`config.mk`:
```
export PLATFORM = sky130hd
export DESIGN_NAME = dwt_top
export DESIGN_NICKNAME = d
export VERILOG_FILES = /design/src/dwt_pkg.sv /design/src/dwt_tm0_if.sv /design/src/dwt_top.sv /design/src/dwt_tm0_core.sv
export SDC_FILE = /design/constraint.sdc
export NUM_CORES = 1
export LEC_CHECK = 0
export ABC_AREA = 1
export BUFFER_PORTS_ARGS = -buffer_cell sky130_fd_sc_hd__buf_4
export CAP_MARGIN = 10
export CORE_MARGIN = 1
export CORE_UTILIZATION = 54
export DETAILED_ROUTE_END_ITERATION = 7
export PLACE_DENSITY = 0.83
export SLEW_MARGIN = 20
export SYNTH_ARGS = -nofsm -noshare
export SYNTH_HDL_FRONTEND = slang
export SYNTH_SLANG_ARGS = --single-unit
```
`constraint.sdc`:
```
create_clock -name clk -period 2.4 [get_ports clk]
set_clock_uncertainty 0.15 [all_clocks]
set_input_delay 0.36 -clock clk [delete_from_list [all_inputs] [get_ports clk]]
set_output_delay 0.36 -clock clk [all_outputs]
set_load 0.1 [all_outputs]
```
`src/dwt_pkg.sv`:
```
package dwt_pkg;

	// ------------------------------------------------------------
	// Widths
	// ------------------------------------------------------------
	localparam int DIV_WIDTH = 14;
	localparam int DIV_CLR_STAGES = 4;
	localparam int WDT_WIDTH = 4;
	localparam int TM0_WIDTH = 8;
	localparam int NIBBLE_WIDTH = 4;
	localparam int PRESC_WIDTH = 10;

	// ------------------------------------------------------------
	// Prescale factors in system clock periods
	// ------------------------------------------------------------
	localparam int TM0_FAST_DIV = 4;
	localparam int TM0_SLOW_DIV = 1024;
	localparam int WDT_FAST_DIV = 1024;
	localparam int WDT_SLOW_DIV = 16384;
	localparam int WDT_FAST_TAP = $clog2(WDT_FAST_DIV);

	// ------------------------------------------------------------
	// Field positions
	// ------------------------------------------------------------
	localparam int PMF_WDT_SLOW_BIT = 3;
	localparam int MR0_PRESCALE_BIT = 0;
	localparam int MR0_RUN_BIT = 3;
	localparam int EVF_DIV_BIT = 0;
	localparam int EVF_TM0_BIT = 1;
	localparam int EVF_WIDTH = 2;
	localparam int EN_DIV_BIT = 0;
	localparam int EN_TM0_BIT = 1;

	// ------------------------------------------------------------
	// Reset values and timer underflow value
	// ------------------------------------------------------------
	localparam logic RST_PMF_WDT_SLOW = 1'h0;
	localparam logic RST_MR0_PRESCALE = 1'h0;
	localparam logic [EVF_WIDTH-1:0] RST_EVF = 2'h0;
	localparam logic [EVF_WIDTH-1:0] RST_EN = 2'h0;
	localparam logic [TM0_WIDTH-1:0] RST_TM0 = 8'h00;
	localparam logic [TM0_WIDTH-1:0] TM0_UNDERFLOW_VALUE = 8'hFF;
	localparam logic [DIV_WIDTH-1:0] RST_DIV = 14'h0000;
	localparam logic [WDT_WIDTH-1:0] RST_WDT = 4'h0;

endpackage : dwt_pkg

```
`src/dwt_tm0_if.sv`:
```
`timescale 1ns/1ns
interface dwt_tm0_if;
	logic load_lo;
	logic load_hi;
	logic load_imm;
	logic [dwt_pkg::TM0_WIDTH-1:0] load_data;
	logic start;
	logic stop;
	logic slow_sel;
	logic [dwt_pkg::TM0_WIDTH-1:0] count;
	logic running;
	logic underflow;

	// Control side in the top, counting side in the core
	modport ctrl (
		output load_lo, load_hi, load_imm, load_data, start, stop, slow_sel,
		input count, running, underflow
	);
	modport core (
		input load_lo, load_hi, load_imm, load_data, start, stop, slow_sel,
		output count, running, underflow
	);
endinterface : dwt_tm0_if

```
`src/dwt_top.sv`:
```
`timescale 1ns/1ns
module dwt_top #(
	parameter int DIV_W = dwt_pkg::DIV_WIDTH, // Divider stages
	parameter int WDT_W = dwt_pkg::WDT_WIDTH // Watchdog stages
) (
	input wire logic clk, // System clock, 50 MHz
	input wire logic nrst, // Async reset, active low
	input wire logic wdt_option_pin, // Watchdog build option, async level
	input wire logic pmf_set_stb, // Set flag bits in pmf_mask
	input wire logic pmf_clr_stb, // Clear flag bits in pmf_mask
	input wire logic [3:0] pmf_mask, // Flag bit mask
	input wire logic wdt_clr_stb, // Watchdog clear instruction
	input wire logic div_clr_stb, // Divider upper stage clear
	input wire logic tm0_lo_stb, // Low nibble load
	input wire logic tm0_hi_stb, // High nibble load
	input wire logic tm0_imm_stb, // Immediate 8-bit load
	input wire logic [7:0] tm0_data, // Load value, nibble in [3:0]
	input wire logic mr0_wr_stb, // Timer 0 mode write
	input wire logic [3:0] mr0_data, // Timer 0 mode value
	input wire logic ief_wr_stb, // Interrupt enable write
	input wire logic hef_wr_stb, // Hold release enable write
	input wire logic [3:0] en_data, // Enable write value
	input wire logic evf_clr_stb, // Event flag clear
	input wire logic [1:0] evf_clr_mask, // Event flags to clear
	output logic [1:0] event_flags, // Event flag bits 1:0
	output logic div_irq, // Divider interrupt request
	output logic tm0_irq, // Timer 0 interrupt request
	output logic div_hold_release, // Divider hold release
	output logic tm0_hold_release, // Timer 0 hold release
	output logic chip_reset_req, // Watchdog reset pulse
	output logic [7:0] tm0_count, // Timer 0 value
	output logic tm0_running, // Timer 0 counting
	output logic [3:0] wdt_count, // Watchdog value
	output logic wdt_slow, // Watchdog prescale select
	output logic wdt_enabled // Watchdog option as sampled
);

	// ------------------------------------------------------------
	// Local constants
	// ------------------------------------------------------------
	localparam int UP_W = dwt_pkg::DIV_CLR_STAGES;
	// Lower stages keep counting through a divider clear
	localparam int LO_W = DIV_W - UP_W;
	// Fast watchdog tap, below the clearable stages
	localparam int TAP = dwt_pkg::WDT_FAST_TAP;

	// ------------------------------------------------------------
	// Declarations
	// ------------------------------------------------------------
	// Option synchroniser
	logic opt_s1_ff;
	logic opt_s2_ff;
	logic opt_s3_ff;

	// Watchdog and divider
	logic wdt_en_ff;
	logic pmf_slow_ff;
	logic [DIV_W-1:0] div_ff;
	logic [LO_W-1:0] nxt_div_lo;
	logic [UP_W-1:0] nxt_div_up;
	logic div_lo_carry;
	logic div_ovf;
	logic wdt_tap_fast;
	logic wdt_tick;
	logic [WDT_W-1:0] wdt_ff;
	logic wdt_ovf;
	logic chip_rst_ff;

	// Timer 0 mode, events and enables
	logic mr0_presc_ff;
	logic [dwt_pkg::EVF_WIDTH-1:0] evf_ff;
	logic [dwt_pkg::EVF_WIDTH-1:0] ief_ff;
	logic [dwt_pkg::EVF_WIDTH-1:0] hef_ff;
	logic [dwt_pkg::EVF_WIDTH-1:0] evf_set;
	logic [dwt_pkg::EVF_WIDTH-1:0] evf_clr;
	logic [dwt_pkg::EVF_WIDTH-1:0] irq_ff;
	logic [dwt_pkg::EVF_WIDTH-1:0] hold_ff;

	// Run control to the timer core
	logic tm0_start;
	logic tm0_stop;

	dwt_tm0_if tm0_bus ();

	// ------------------------------------------------------------
	// Option pin synchroniser
	// ------------------------------------------------------------

	// Three stages; only the last two are compared
	// The first stage may go metastable, so nothing but the second reads it
	// The option is a strap level, so a few cycles of lag cost nothing
	// Reset holds all stages low, so the watchdog starts disabled
	always_ff @(posedge clk or negedge nrst) begin
		if (!nrst) begin
			opt_s1_ff <= 1'b0;
			opt_s2_ff <= 1'b0;
			opt_s3_ff <= 1'b0;
		end else begin
			opt_s1_ff <= wdt_option_pin;
			opt_s2_ff <= opt_s1_ff;
			opt_s3_ff <= opt_s2_ff;
		end
	end

	// Watchdog stays off until the option is seen settled
	// A pin that never settles leaves the old value in place
	always_ff @(posedge clk or negedge nrst) begin
		if (!nrst) begin
			wdt_en_ff <= 1'b0;
		end else if (opt_s2_ff == opt_s3_ff) begin
			wdt_en_ff <= opt_s3_ff;
		end
	end

	// ------------------------------------------------------------
	// Parameter flag
	// ------------------------------------------------------------

	// Only bit 3 is kept; the reserved bits hold nothing
	// Set wins over clear when both strobes name bit 3
	always_ff @(posedge clk or negedge nrst) begin
		if (!nrst) begin
			pmf_slow_ff <= dwt_pkg::RST_PMF_WDT_SLOW;
		end else if (pmf_set_stb && pmf_mask[dwt_pkg::PMF_WDT_SLOW_BIT]) begin
			pmf_slow_ff <= 1'b1;
		end else if (pmf_clr_stb && pmf_mask[dwt_pkg::PMF_WDT_SLOW_BIT]) begin
			pmf_slow_ff <= 1'b0;
		end
	end

	// ------------------------------------------------------------
	// Periodic divider
	// ------------------------------------------------------------

	// Lower stages always advance; carry feeds the upper stages
	// Split at the clearable boundary so a clear only touches the top
	assign div_lo_carry = &div_ff[LO_W-1:0];
	assign nxt_div_lo = div_ff[LO_W-1:0] + 1'b1;

	// Upper stage clear beats the carry into them
	// A clear in the carry cycle still leaves the top stages at zero
	always_comb begin
		nxt_div_up = div_ff[DIV_W-1:LO_W];
		if (div_clr_stb) begin
			nxt_div_up = '0;
		end else if (div_lo_carry) begin
			nxt_div_up = div_ff[DIV_W-1:LO_W] + 1'b1;
		end
	end

	// Overflow lost if the upper stages are cleared in that cycle
	// The event then comes one full upper period after the clear
	assign div_ovf = (&div_ff) & ~div_clr_stb;

	// Wraps through zero without any software help
	// No reload value: the period is fixed by the width
	always_ff @(posedge clk or negedge nrst) begin
		if (!nrst) begin
			div_ff <= dwt_pkg::RST_DIV;
		end else begin
			div_ff <= {nxt_div_up, nxt_div_lo};
		end
	end

	// ------------------------------------------------------------
	// Watchdog
	// ------------------------------------------------------------

	// Fast tap sits below the clearable stages, so divider clear
	// never disturbs the Fosc/1024 rate; the slow rate it does stretch.
	assign wdt_tap_fast = &div_ff[TAP-1:0];
	assign wdt_tick = pmf_slow_ff ? div_ovf : wdt_tap_fast;

	// Clear wins over a coinciding tick
	// Overflow needs the enable and a count of all ones
	assign wdt_ovf = wdt_en_ff & wdt_tick & ~wdt_clr_stb & (&wdt_ff);

	// Counter; disabled means held at zero, not merely frozen
	always_ff @(posedge clk or negedge nrst) begin
		if (!nrst) begin
			wdt_ff <= dwt_pkg::RST_WDT;
		end else if (!wdt_en_ff || wdt_clr_stb) begin
			wdt_ff <= '0;
		end else if (wdt_tick) begin
			wdt_ff <= wdt_ff + 1'b1;
		end
	end

	// Single-cycle request to the chip reset logic
	// Outside logic must pull nrst; the block never resets itself
	always_ff @(posedge clk or negedge nrst) begin
		if (!nrst) begin
			chip_rst_ff <= 1'b0;
		end else begin
			chip_rst_ff <= wdt_ovf;
		end
	end

	// ------------------------------------------------------------
	// Timer 0 mode
	// ------------------------------------------------------------

	// Prescale choice is kept; the run bit lives in the core
	// Mode bits 1 and 2 are reserved and dropped
	always_ff @(posedge clk or negedge nrst) begin
		if (!nrst) begin
			mr0_presc_ff <= dwt_pkg::RST_MR0_PRESCALE;
		end else if (mr0_wr_stb) begin
			mr0_presc_ff <= mr0_data[dwt_pkg::MR0_PRESCALE_BIT];
		end
	end

	// Run control decoded from the mode write
	assign tm0_start = mr0_wr_stb & mr0_data[dwt_pkg::MR0_RUN_BIT];
	assign tm0_stop = mr0_wr_stb & ~mr0_data[dwt_pkg::MR0_RUN_BIT];

	// Drive the timer core
	// Plain wiring; all timer priority lives in the core
	assign tm0_bus.load_lo = tm0_lo_stb;
	assign tm0_bus.load_hi = tm0_hi_stb;
	assign tm0_bus.load_imm = tm0_imm_stb;
	assign tm0_bus.load_data = tm0_data;
	assign tm0_bus.start = tm0_start;
	assign tm0_bus.stop = tm0_stop;
	assign tm0_bus.slow_sel = mr0_presc_ff;

	dwt_tm0_core u_tm0 (
		.clk(clk),
		.nrst(nrst),
		.tm(tm0_bus.core)
	);

	// ------------------------------------------------------------
	// Event flags
	// ------------------------------------------------------------

	// Hardware events that raise a flag
	// Both sources are single-cycle pulses
	always_comb begin
		evf_set = '0;
		evf_set[dwt_pkg::EVF_DIV_BIT] = div_ovf;
		evf_set[dwt_pkg::EVF_TM0_BIT] = tm0_bus.underflow;
	end

	// Software clear plus the clear implied by a timer start
	// The implied clear only touches the timer flag
	always_comb begin
		evf_clr = evf_clr_stb ? evf_clr_mask : '0;
		if (tm0_start) begin
			evf_clr[dwt_pkg::EVF_TM0_BIT] = 1'b1;
		end
	end

	// Sticky; a set in the clearing cycle is kept
	// so an event that meets a clear is never lost
	always_ff @(posedge clk or negedge nrst) begin
		if (!nrst) begin
			evf_ff <= dwt_pkg::RST_EVF;
		end else begin
			evf_ff <= (evf_ff & ~evf_clr) | evf_set;
		end
	end

	// ------------------------------------------------------------
	// Enables
	// ------------------------------------------------------------

	// Only the two bits this block serves are held here
	// Bits 3:2 of the enable value belong to other blocks
	always_ff @(posedge clk or negedge nrst) begin
		if (!nrst) begin
			ief_ff <= dwt_pkg::RST_EN;
		end else if (ief_wr_stb) begin
			ief_ff <= en_data[dwt_pkg::EVF_WIDTH-1:0];
		end
	end

	// Hold release enables, same shape as the interrupt enables
	always_ff @(posedge clk or negedge nrst) begin
		if (!nrst) begin
			hef_ff <= dwt_pkg::RST_EN;
		end else if (hef_wr_stb) begin
			hef_ff <= en_data[dwt_pkg::EVF_WIDTH-1:0];
		end
	end

	// ------------------------------------------------------------
	// Requests
	// ------------------------------------------------------------

	// Registered so the requests are glitch free; costs one cycle
	// Levels follow the flags; clearing a flag withdraws its request
	always_ff @(posedge clk or negedge nrst) begin
		if (!nrst) begin
			irq_ff <= '0;
			hold_ff <= '0;
		end else begin
			irq_ff <= evf_ff & ief_ff;
			hold_ff <= evf_ff & hef_ff;
		end
	end

	// ------------------------------------------------------------
	// Outputs
	// ------------------------------------------------------------

	// Event flags and requests
	assign event_flags = evf_ff;
	assign div_irq = irq_ff[dwt_pkg::EN_DIV_BIT];
	assign tm0_irq = irq_ff[dwt_pkg::EN_TM0_BIT];
	assign div_hold_release = hold_ff[dwt_pkg::EN_DIV_BIT];
	assign tm0_hold_release = hold_ff[dwt_pkg::EN_TM0_BIT];

	// Watchdog and timer state, all from registers
	assign chip_reset_req = chip_rst_ff;
	assign tm0_count = tm0_bus.count;
	assign tm0_running = tm0_bus.running;
	assign wdt_count = wdt_ff;
	assign wdt_slow = pmf_slow_ff;
	assign wdt_enabled = wdt_en_ff;

endmodule : dwt_top

```
`src/dwt_tm0_core.sv`:
```
`timescale 1ns/1ns
module dwt_tm0_core (
	input wire logic clk, // System clock
	input wire logic nrst, // Async reset, active low
	dwt_tm0_if.core tm // Timer 0 control and status
);

	localparam int NW = dwt_pkg::NIBBLE_WIDTH;
	localparam int TW = dwt_pkg::TM0_WIDTH;
	localparam int PW = dwt_pkg::PRESC_WIDTH;
	localparam logic [PW-1:0] FAST_LAST = PW'(dwt_pkg::TM0_FAST_DIV - 1);
	localparam logic [PW-1:0] SLOW_LAST = PW'(dwt_pkg::TM0_SLOW_DIV - 1);

	logic [dwt_pkg::PRESC_WIDTH-1:0] presc_ff;
	logic [TW-1:0] count_ff;
	logic running_ff;
	logic underflow_ff;
	logic any_load;
	logic tick;

	assign any_load = tm.load_lo | tm.load_hi | tm.load_imm;
	// Tick on the last cycle of each prescale period
	assign tick = running_ff & (presc_ff == (tm.slow_sel ? SLOW_LAST : FAST_LAST));

	// Prescaler restarts with each start so the first period is whole
	always_ff @(posedge clk or negedge nrst) begin
		if (!nrst) begin
			presc_ff <= '0;
		end else if (tm.start || !running_ff || tick) begin
			presc_ff <= '0;
		end else begin
			presc_ff <= presc_ff + 1'b1;
		end
	end

	// Counter: loads win over counting; start does not touch the count
	always_ff @(posedge clk or negedge nrst) begin
		if (!nrst) begin
			count_ff <= dwt_pkg::RST_TM0;
		end else if (tm.load_imm) begin
			count_ff <= tm.load_data;
		end else if (tm.load_lo || tm.load_hi) begin
			if (tm.load_lo) count_ff[NW-1:0] <= tm.load_data[NW-1:0];
			if (tm.load_hi) count_ff[TW-1:NW] <= tm.load_data[NW-1:0];
		end else if (tick) begin
			count_ff <= count_ff - 1'b1;
		end
	end

	// Run state; underflow stops without reload
	always_ff @(posedge clk or negedge nrst) begin
		if (!nrst) begin
			running_ff <= 1'b0;
		end else if (any_load || tm.stop) begin
			running_ff <= 1'b0;
		end else if (tm.start) begin
			running_ff <= 1'b1;
		end else if (tick && count_ff == '0) begin
			running_ff <= 1'b0;
		end
	end

	// One-cycle underflow pulse
	always_ff @(posedge clk or negedge nrst) begin
		if (!nrst) begin
			underflow_ff <= 1'b0;
		end else begin
			underflow_ff <= tick & (count_ff == '0) & ~any_load & ~tm.stop & ~tm.start;
		end
	end

	assign tm.count = count_ff;
	assign tm.running = running_ff;
	assign tm.underflow = underflow_ff;

endmodule : dwt_tm0_core

```
======== Yosys cells after proc, flatten, opt, wreduce, memory -nomap -nowiden ========
Index checks and enable logic that the tools add are counted.
storage, ports and cells
  memories kept ........................... 0
  memory bits (read-only) ................. 0
  word-level logic and storage cells ...... 93
  bits in latches ......................... 0
  output and inout port bits .............. 22
  register bits after elaboration ......... 55
  memory bits (writable) .................. 0
  bits of input ports ..................... 36
operators by class
  shifts and indexed selects .............. 0
  order comparisons ....................... 0
  bitwise operators ....................... 24
  reduce and logical (&&, ||, !) cells .... 21
  equal/unequal tests ..................... 4
  mux-type cells .......................... 19
  multipliers ............................. 0
  add/subtract/negate cells ............... 5
  div/mod/pow operators ................... 0
operators by type and width
  cell                   number
  $mux 4                 6
  $mux 8                 3
  $add 10x1->10 const B  2
  $mux 10                2
  $reduce_and 14->1      1
  $and 1x1->1            11
  $eq 10x10->1           1
  $reduce_and 10->1      1
  $add 4x1->4 const B    2
  $logic_not 8->1        1
  $sub 8x1->8 const B    1
  $mux 1                 7
  $and 2x2->2            3
  $ne 3x3->1 const B     2
  $not 1->1              6
  $reduce_bool 2->1      3
  $reduce_bool 3->1      2
  $logic_or 1x1->1       5
  $reduce_and 2->1       2
  $reduce_and 4->1       1
  $logic_and 1x1->1      3
  $logic_not 1->1        2
  $mux 2                 1
  $not 2->2              1
  3 further kinds        4

======== Depth between registers and ports, before layout ========
  depth after elaboration ................. 7
  depth in mapped cells ................... 10
  depth with buffers taken out ............ 10

======== Modules after synthesis ========
From an unflattened synthesis, not the netlist that was laid out.
second synthesis, totals
  cells, all modules ...................... 327
  area total of the unflattened synthesis .. 2791.4 sq um
by module, submodules not included
  module        cells each  area each (sq um)  seq. area each (sq um)  instances
  dwt_top       157         1550.2             875.8                   1
  dwt_tm0_core  170         1241.2             500.5                   1

======== Worst setup path before layout ========
No wires, ideal clock.
  path kind ............................... register -> register
  start point ............................. register u_tm0.count_ff[0] (netlist: u_tm0.tm.count[0])
  end point ............................... register u_tm0.count_ff[4] (netlist: u_tm0.tm.count[4])
  clock period less this slack ............ 2161 ps
  stages on the path, launching flop included .. 10
  path buffers ............................ 0
  setup slack ............................. 239 ps
  data required time ...................... 2129 ps
  arrival time ............................ 1890 ps
  library setup time ...................... 121 ps
  cell sequence ........................... dfrtp_1 > inv_1 > ha_1 > nand2_1 > xor2_1 > nand2_1 > nand3_1 > nand2_1 > nand2_1 > nand2_1
on the way
  cells in the longest elaborated chain, start to end .. 4
RTL lines
  element                            line                RTL
  from (decl)                        dwt_tm0_core.sv:15  logic [TW-1:0] count_ff;
  from (signal assigned)             dwt_tm0_core.sv:39  count_ff <= dwt_pkg::RST_TM0;
  from (signal assigned)             dwt_tm0_core.sv:41  count_ff <= tm.load_data;
  from (signal, indexed assignment)  dwt_tm0_core.sv:43  if (tm.load_lo) count_ff[NW-1:0] <= tm.load_data[NW-1:0];
  $sub 8x1->8                        dwt_tm0_core.sv:46  count_ff <= count_ff - 1'b1;
  $mux 8                             dwt_tm0_core.sv:45  end else if (tick) begin
  $mux 8                             dwt_tm0_core.sv:42  end else if (tm.load_lo || tm.load_hi) begin
  $mux 8                             dwt_tm0_core.sv:40  end else if (tm.load_imm) begin
Every way passes these cells. The select of a mux whose other input is x is not followed.
A chain may end at the register's enable or synchronous reset.

======== Final worst setup path ========
  start point ............................. register div_ff[0]
  end point ............................... register wdt_ff[0] (netlist: wdt_count[0])
on the way
  cells in the longest elaborated chain, start to end .. 4
  elaborated cells on any way between the ends .. 5
  those cells by class .................... mux (1); bitwise (1); reduce/logical (3)
RTL lines
  element                               line            RTL
  from (decl)                           dwt_top.sv:58   logic [DIV_W-1:0] div_ff;
  from (signal assigned)                dwt_top.sv:159  div_ff <= dwt_pkg::RST_DIV;
  from (signal assigned)                dwt_top.sv:161  div_ff <= {nxt_div_up, nxt_div_lo};
  $reduce_and 14->1                     dwt_top.sv:153  assign div_ovf = (&div_ff) & ~div_clr_stb;
  $and 1x1->1                           dwt_top.sv:153
  $mux 1 *                              dwt_top.sv:172  assign wdt_tick = pmf_slow_ff ? div_ovf : wdt_tap_fast;
  $reduce_bool 2->1 (no source line) *  n/a
  to (signal assigned)                  dwt_top.sv:181  wdt_ff <= dwt_pkg::RST_WDT;
  to (signal assigned)                  dwt_top.sv:185  wdt_ff <= wdt_ff + 1'b1;
  to (decl)                             dwt_top.sv:65   logic [WDT_W-1:0] wdt_ff;
Every way passes the cells marked *; elsewhere a longest branch is shown, timed or not.

==> impl_metrics.tcl <==
set metrics [dict create \
    path_delay_family "simple AND/OR/NAND/NOR gates" \
    yosys.area_share.adder_pct 3.144 \
    worstPathMaxFanout 8 \
    clkTransAtPathRegs_ns 0.10 \
    cts_sinks 55 \
    crit_arrival_ns 1.88 \
    cp-end-kind "flop" \
    syn_area_per_cell_um2 8.730 \
    final.setup.tns_ns 0 \
    nNetsFinal 411 \
    grt_first_pass_wirelength_mm 8.797 \
    gr-total-overflow 0 \
    power.leakage_uw 0.001708 \
    instances_no_fill 437 \
    cp-start-kind "flop" \
    crit_chain "ha_1, nand2_2, nor2_4, nand2_2, nor3_4, nand2_4, nor2_8, nor2_2, nand2_1, nand2_1" \
    power.switching_uw 592.9 \
    synth_compound_area_share_pct 4.716 \
    cts_tree "done" \
    fin_area_um2 3276 \
    dieArea_um2 5299 \
    core_um2 4786 \
    pwr-share-clk_pct 27.8 \
    hold_violations 0 \
    holdCritStartpoint "div_clr_stb" \
    worst-setup-path-type "reg2reg" \
    fillers 398 \
    dp_cells 427 \
    crit_start "div_ff[0]" \
    yosysTopAreaCellShare_pct 50.86 \
    status "finished clean" \
    area_growth_pct 21.04 \
    clkLatencyLatePin_ns 0.32 \
    synth_cell_types 30 \
    synthTopCellsByArea "dfrtp_1, nand2_1, nand3_1" \
    drt-initial-drc-count 180 \
    viasPerCell 5.027 \
    pwr-share-comb_pct 19.2 \
    io-pin-count 58 \
    gp_routability_congestion 0.9072 \
    grt_usage_pct 22.03 \
    initial_utilization_pct 56.55 \
    cp_slowest_cell "dfrtp_1" \
    cp.required_ns 2.47 \
    synth_seq_cells 55 \
    h-tree-depth 2 \
    pwr-share-seq_pct 53.0 \
    cts_resized 0 \
    syn_nets 352 \
    rsz0062_at_grt "no" \
    power_density_nw_per_um2 568.3 \
    wl_per_cell_um 11.81 \
    synthSimpleGateAreaFrac_pct 28.90 \
    first_pass_iters 4 \
    timing.hold.ws_ns 0.04607 \
    slew_violations 0 \
    cts_buffer_depth 2 \
    fin_crit_ns 1.813 \
    setup_slack_ns 0.5865 \
    yosysTopAreaCell "dfrtp_1" \
    seq_area_frac_synth_pct 50.86 \
    antenna_found_initial 0 \
    fmax_mhz 551.4 \
    peakVddDrop_mv 0.4834 \
    via_count 2197 \
    tritoncts.num_buffers 5 \
    drive_gt1_share_pct 21.08 \
    post-place-ws_ns 0.5750 \
    root_buffer "clkbuf_8" \
    internal-power_uw 1269 \
    maxCapViolations 0 \
    wirelength_mm 5.162 \
    dpl_cell_area_um2 3166 \
    grt_start_max_net_pins 56 \
    grt_pass1_vias 1984 \
    fp.dieH_um 72.80 \
    fin_crit_sh_pct 75.56 \
    remaining_drc_errors 0 \
    synth_top_family_by_area "simple AND/OR/NAND/NOR gates" \
    cpPeakStageDelay_ns 0.38 \
    worst_pin_slew_ns 0.6674 \
    syn-cell-area_um2 2706 \
    reg2reg_from "div_ff[0]" \
    ant_nets 0 \
    antenna_cells 0 \
    yosysWarningCount 0 \
    place.port_buffers 50 \
    final-setup-viol-count 0 \
    p_sw_share_pct 31.85 \
    synth_mux_area_share_pct 2.080 \
    die_x_um 72.80 \
    synth_cells 310 \
    relSlewSlack_pct 55.50 \
    place_hpwl_mm 3.821 \
    synth_xor_xnor_area_share_pct 5.178 \
    hold_class "in2reg" \
    num_rows 25 \
    cp_num_buf_inv 0 \
]
layout by cell type (no fill, tap or decap):
master,Yosys,layout
nand3b_1,2,2
nor2_1,34,34
nand3_1,31,31
nor3_4,1,1
clkinv_4,0,2
nand4_1,3,3
ha_1,6,6
xor2_1,13,13
xnor2_1,3,3
maj3_1,1,1
dfrtp_1,55,55
a31o_2,1,1
nor4_1,1,1
nor3_1,5,5
nand2_2,4,4
dlygate4sd3_1,0,2
nor2_4,1,1
o21a_1,1,1
o31ai_1,2,2
clkbuf_8,0,5
nand4_2,1,1
nor2_8,1,1
mux2_2,5,5
a22o_1,1,1
inv_1,37,37
nand2_1,74,74
clkbuf_1,0,1
a21oi_1,4,4
nor3b_1,3,3
nand2_4,1,1
or2_2,2,2
o21ai_0,12,12
buf_4,0,50
o21bai_1,1,1
nor2_2,4,4
state kept, by name (all words and copies together) (netlist names):
register            flops
wdt_count               4
opt_s3_ff               1
mr0_presc_ff            1
wdt_slow                1
ief_ff                  2
opt_s1_ff               1
hef_ff                  2
u_tm0.tm.running        1
chip_reset_req          1
hold_ff                 2
div_ff                 14
u_tm0.presc_ff         10
wdt_enabled             1
opt_s2_ff               1
u_tm0.tm.underflow      1
event_flags             2
u_tm0.tm.count          8
irq_ff                  2
logic make-up (layout without fill, tap and decap cells):
logic type | Yosys count | count (layout)
AND/OR/NAND/NOR | 168 | 168
flip-flops | 55 | 55
buffers and inverters | 37 | 97
AO/OA/AOI/OAI | 22 | 22
XOR/XNOR | 16 | 16
adder cells (fa/ha/maj) | 7 | 7
multiplexers | 5 | 5
what timing repair did:
item	4_1_cts	5_1_grt
setup buffers	0	0
hold buffers	2	0
endpoints found under the hold margin	56	0
final timing paths:
path / end / slack, ns / depth (start not counted)
max in group asynchronous: u_tm0.tm.count[0] / 1.18 / 2
setup reg to reg: wdt_count[0] / 0.59 / 10
setup / recovery: wdt_count[0] / 0.59 / 10
hold / removal: div_ff[10] / 0.05 / 2
hold reg to reg: opt_s2_ff / 0.21 / 0
min in group asynchronous: u_tm0.tm.count[4] / 0.46 / 2
per-stage QoR:
stage	utilization (%)	total power (uW)
global route	68.44	1943
detailed placement	66.14	1359
CTS	68.44	1869
floorplan	-	1238
global placement	66.14	1352
finish	68.44	1861
per-layer routing:
metal / track usage, % / part of all wire, % / wire, um / up-vias
li1: - / - / - / 1110
met1: 29.97 / 46 / 2396 / 1019
met2: 34.37 / 48 / 2456 / 56
met3: 3.729 / 3.6 / 188 / 12
met4: 10.68 / 2.3 / 121 / 0
met5: 0 / 0 / 0 / -
power by group through the flow:
| stage | Combinational, uW | Clock, uW | Sequential [uW] |
|---|---|---|---|
| 2_1_floorplan | 101 | 0 | 1140 |
| 3_3_place_gp | 348 | 0 | 1000 |
| 3_5_place_dp | 354 | 0 | 1000 |
| 4_1_cts | 358 | 525 | 986 |
| 5_1_grt | 387 | 564 | 992 |
| 6_report | 357 | 518 | 987 |
cell type report:
type | count | area (um^2) | area share (%)
clock buffer | 6 | 72.57 | 2.215
clock inverter | 2 | 17.52 | 0.5348
inverter | 37 | 138.9 | 4.240
multi-input combinational | 218 | 1191 | 36.36
sequential | 55 | 1376 | 42.02
tap | 67 | 83.83 | 2.559
timing repair buffer | 52 | 395.4 | 12.07
synthesized netlist by cell type, drive strengths merged:
master  number
nand2       79
dfrtp       55
nor2        40
inv         37
nand3       31
xor2        13
o21ai       12
ha           6
nor3         6
mux2         5
a21oi        4
nand4        4
nor3b        3
xnor2        3
nand3b       2
o31ai        2
or2          2
a22o         1
a31o         1
maj3         1
nor4         1
o21a         1
o21bai       1
(Power assumes the default switching activity.)
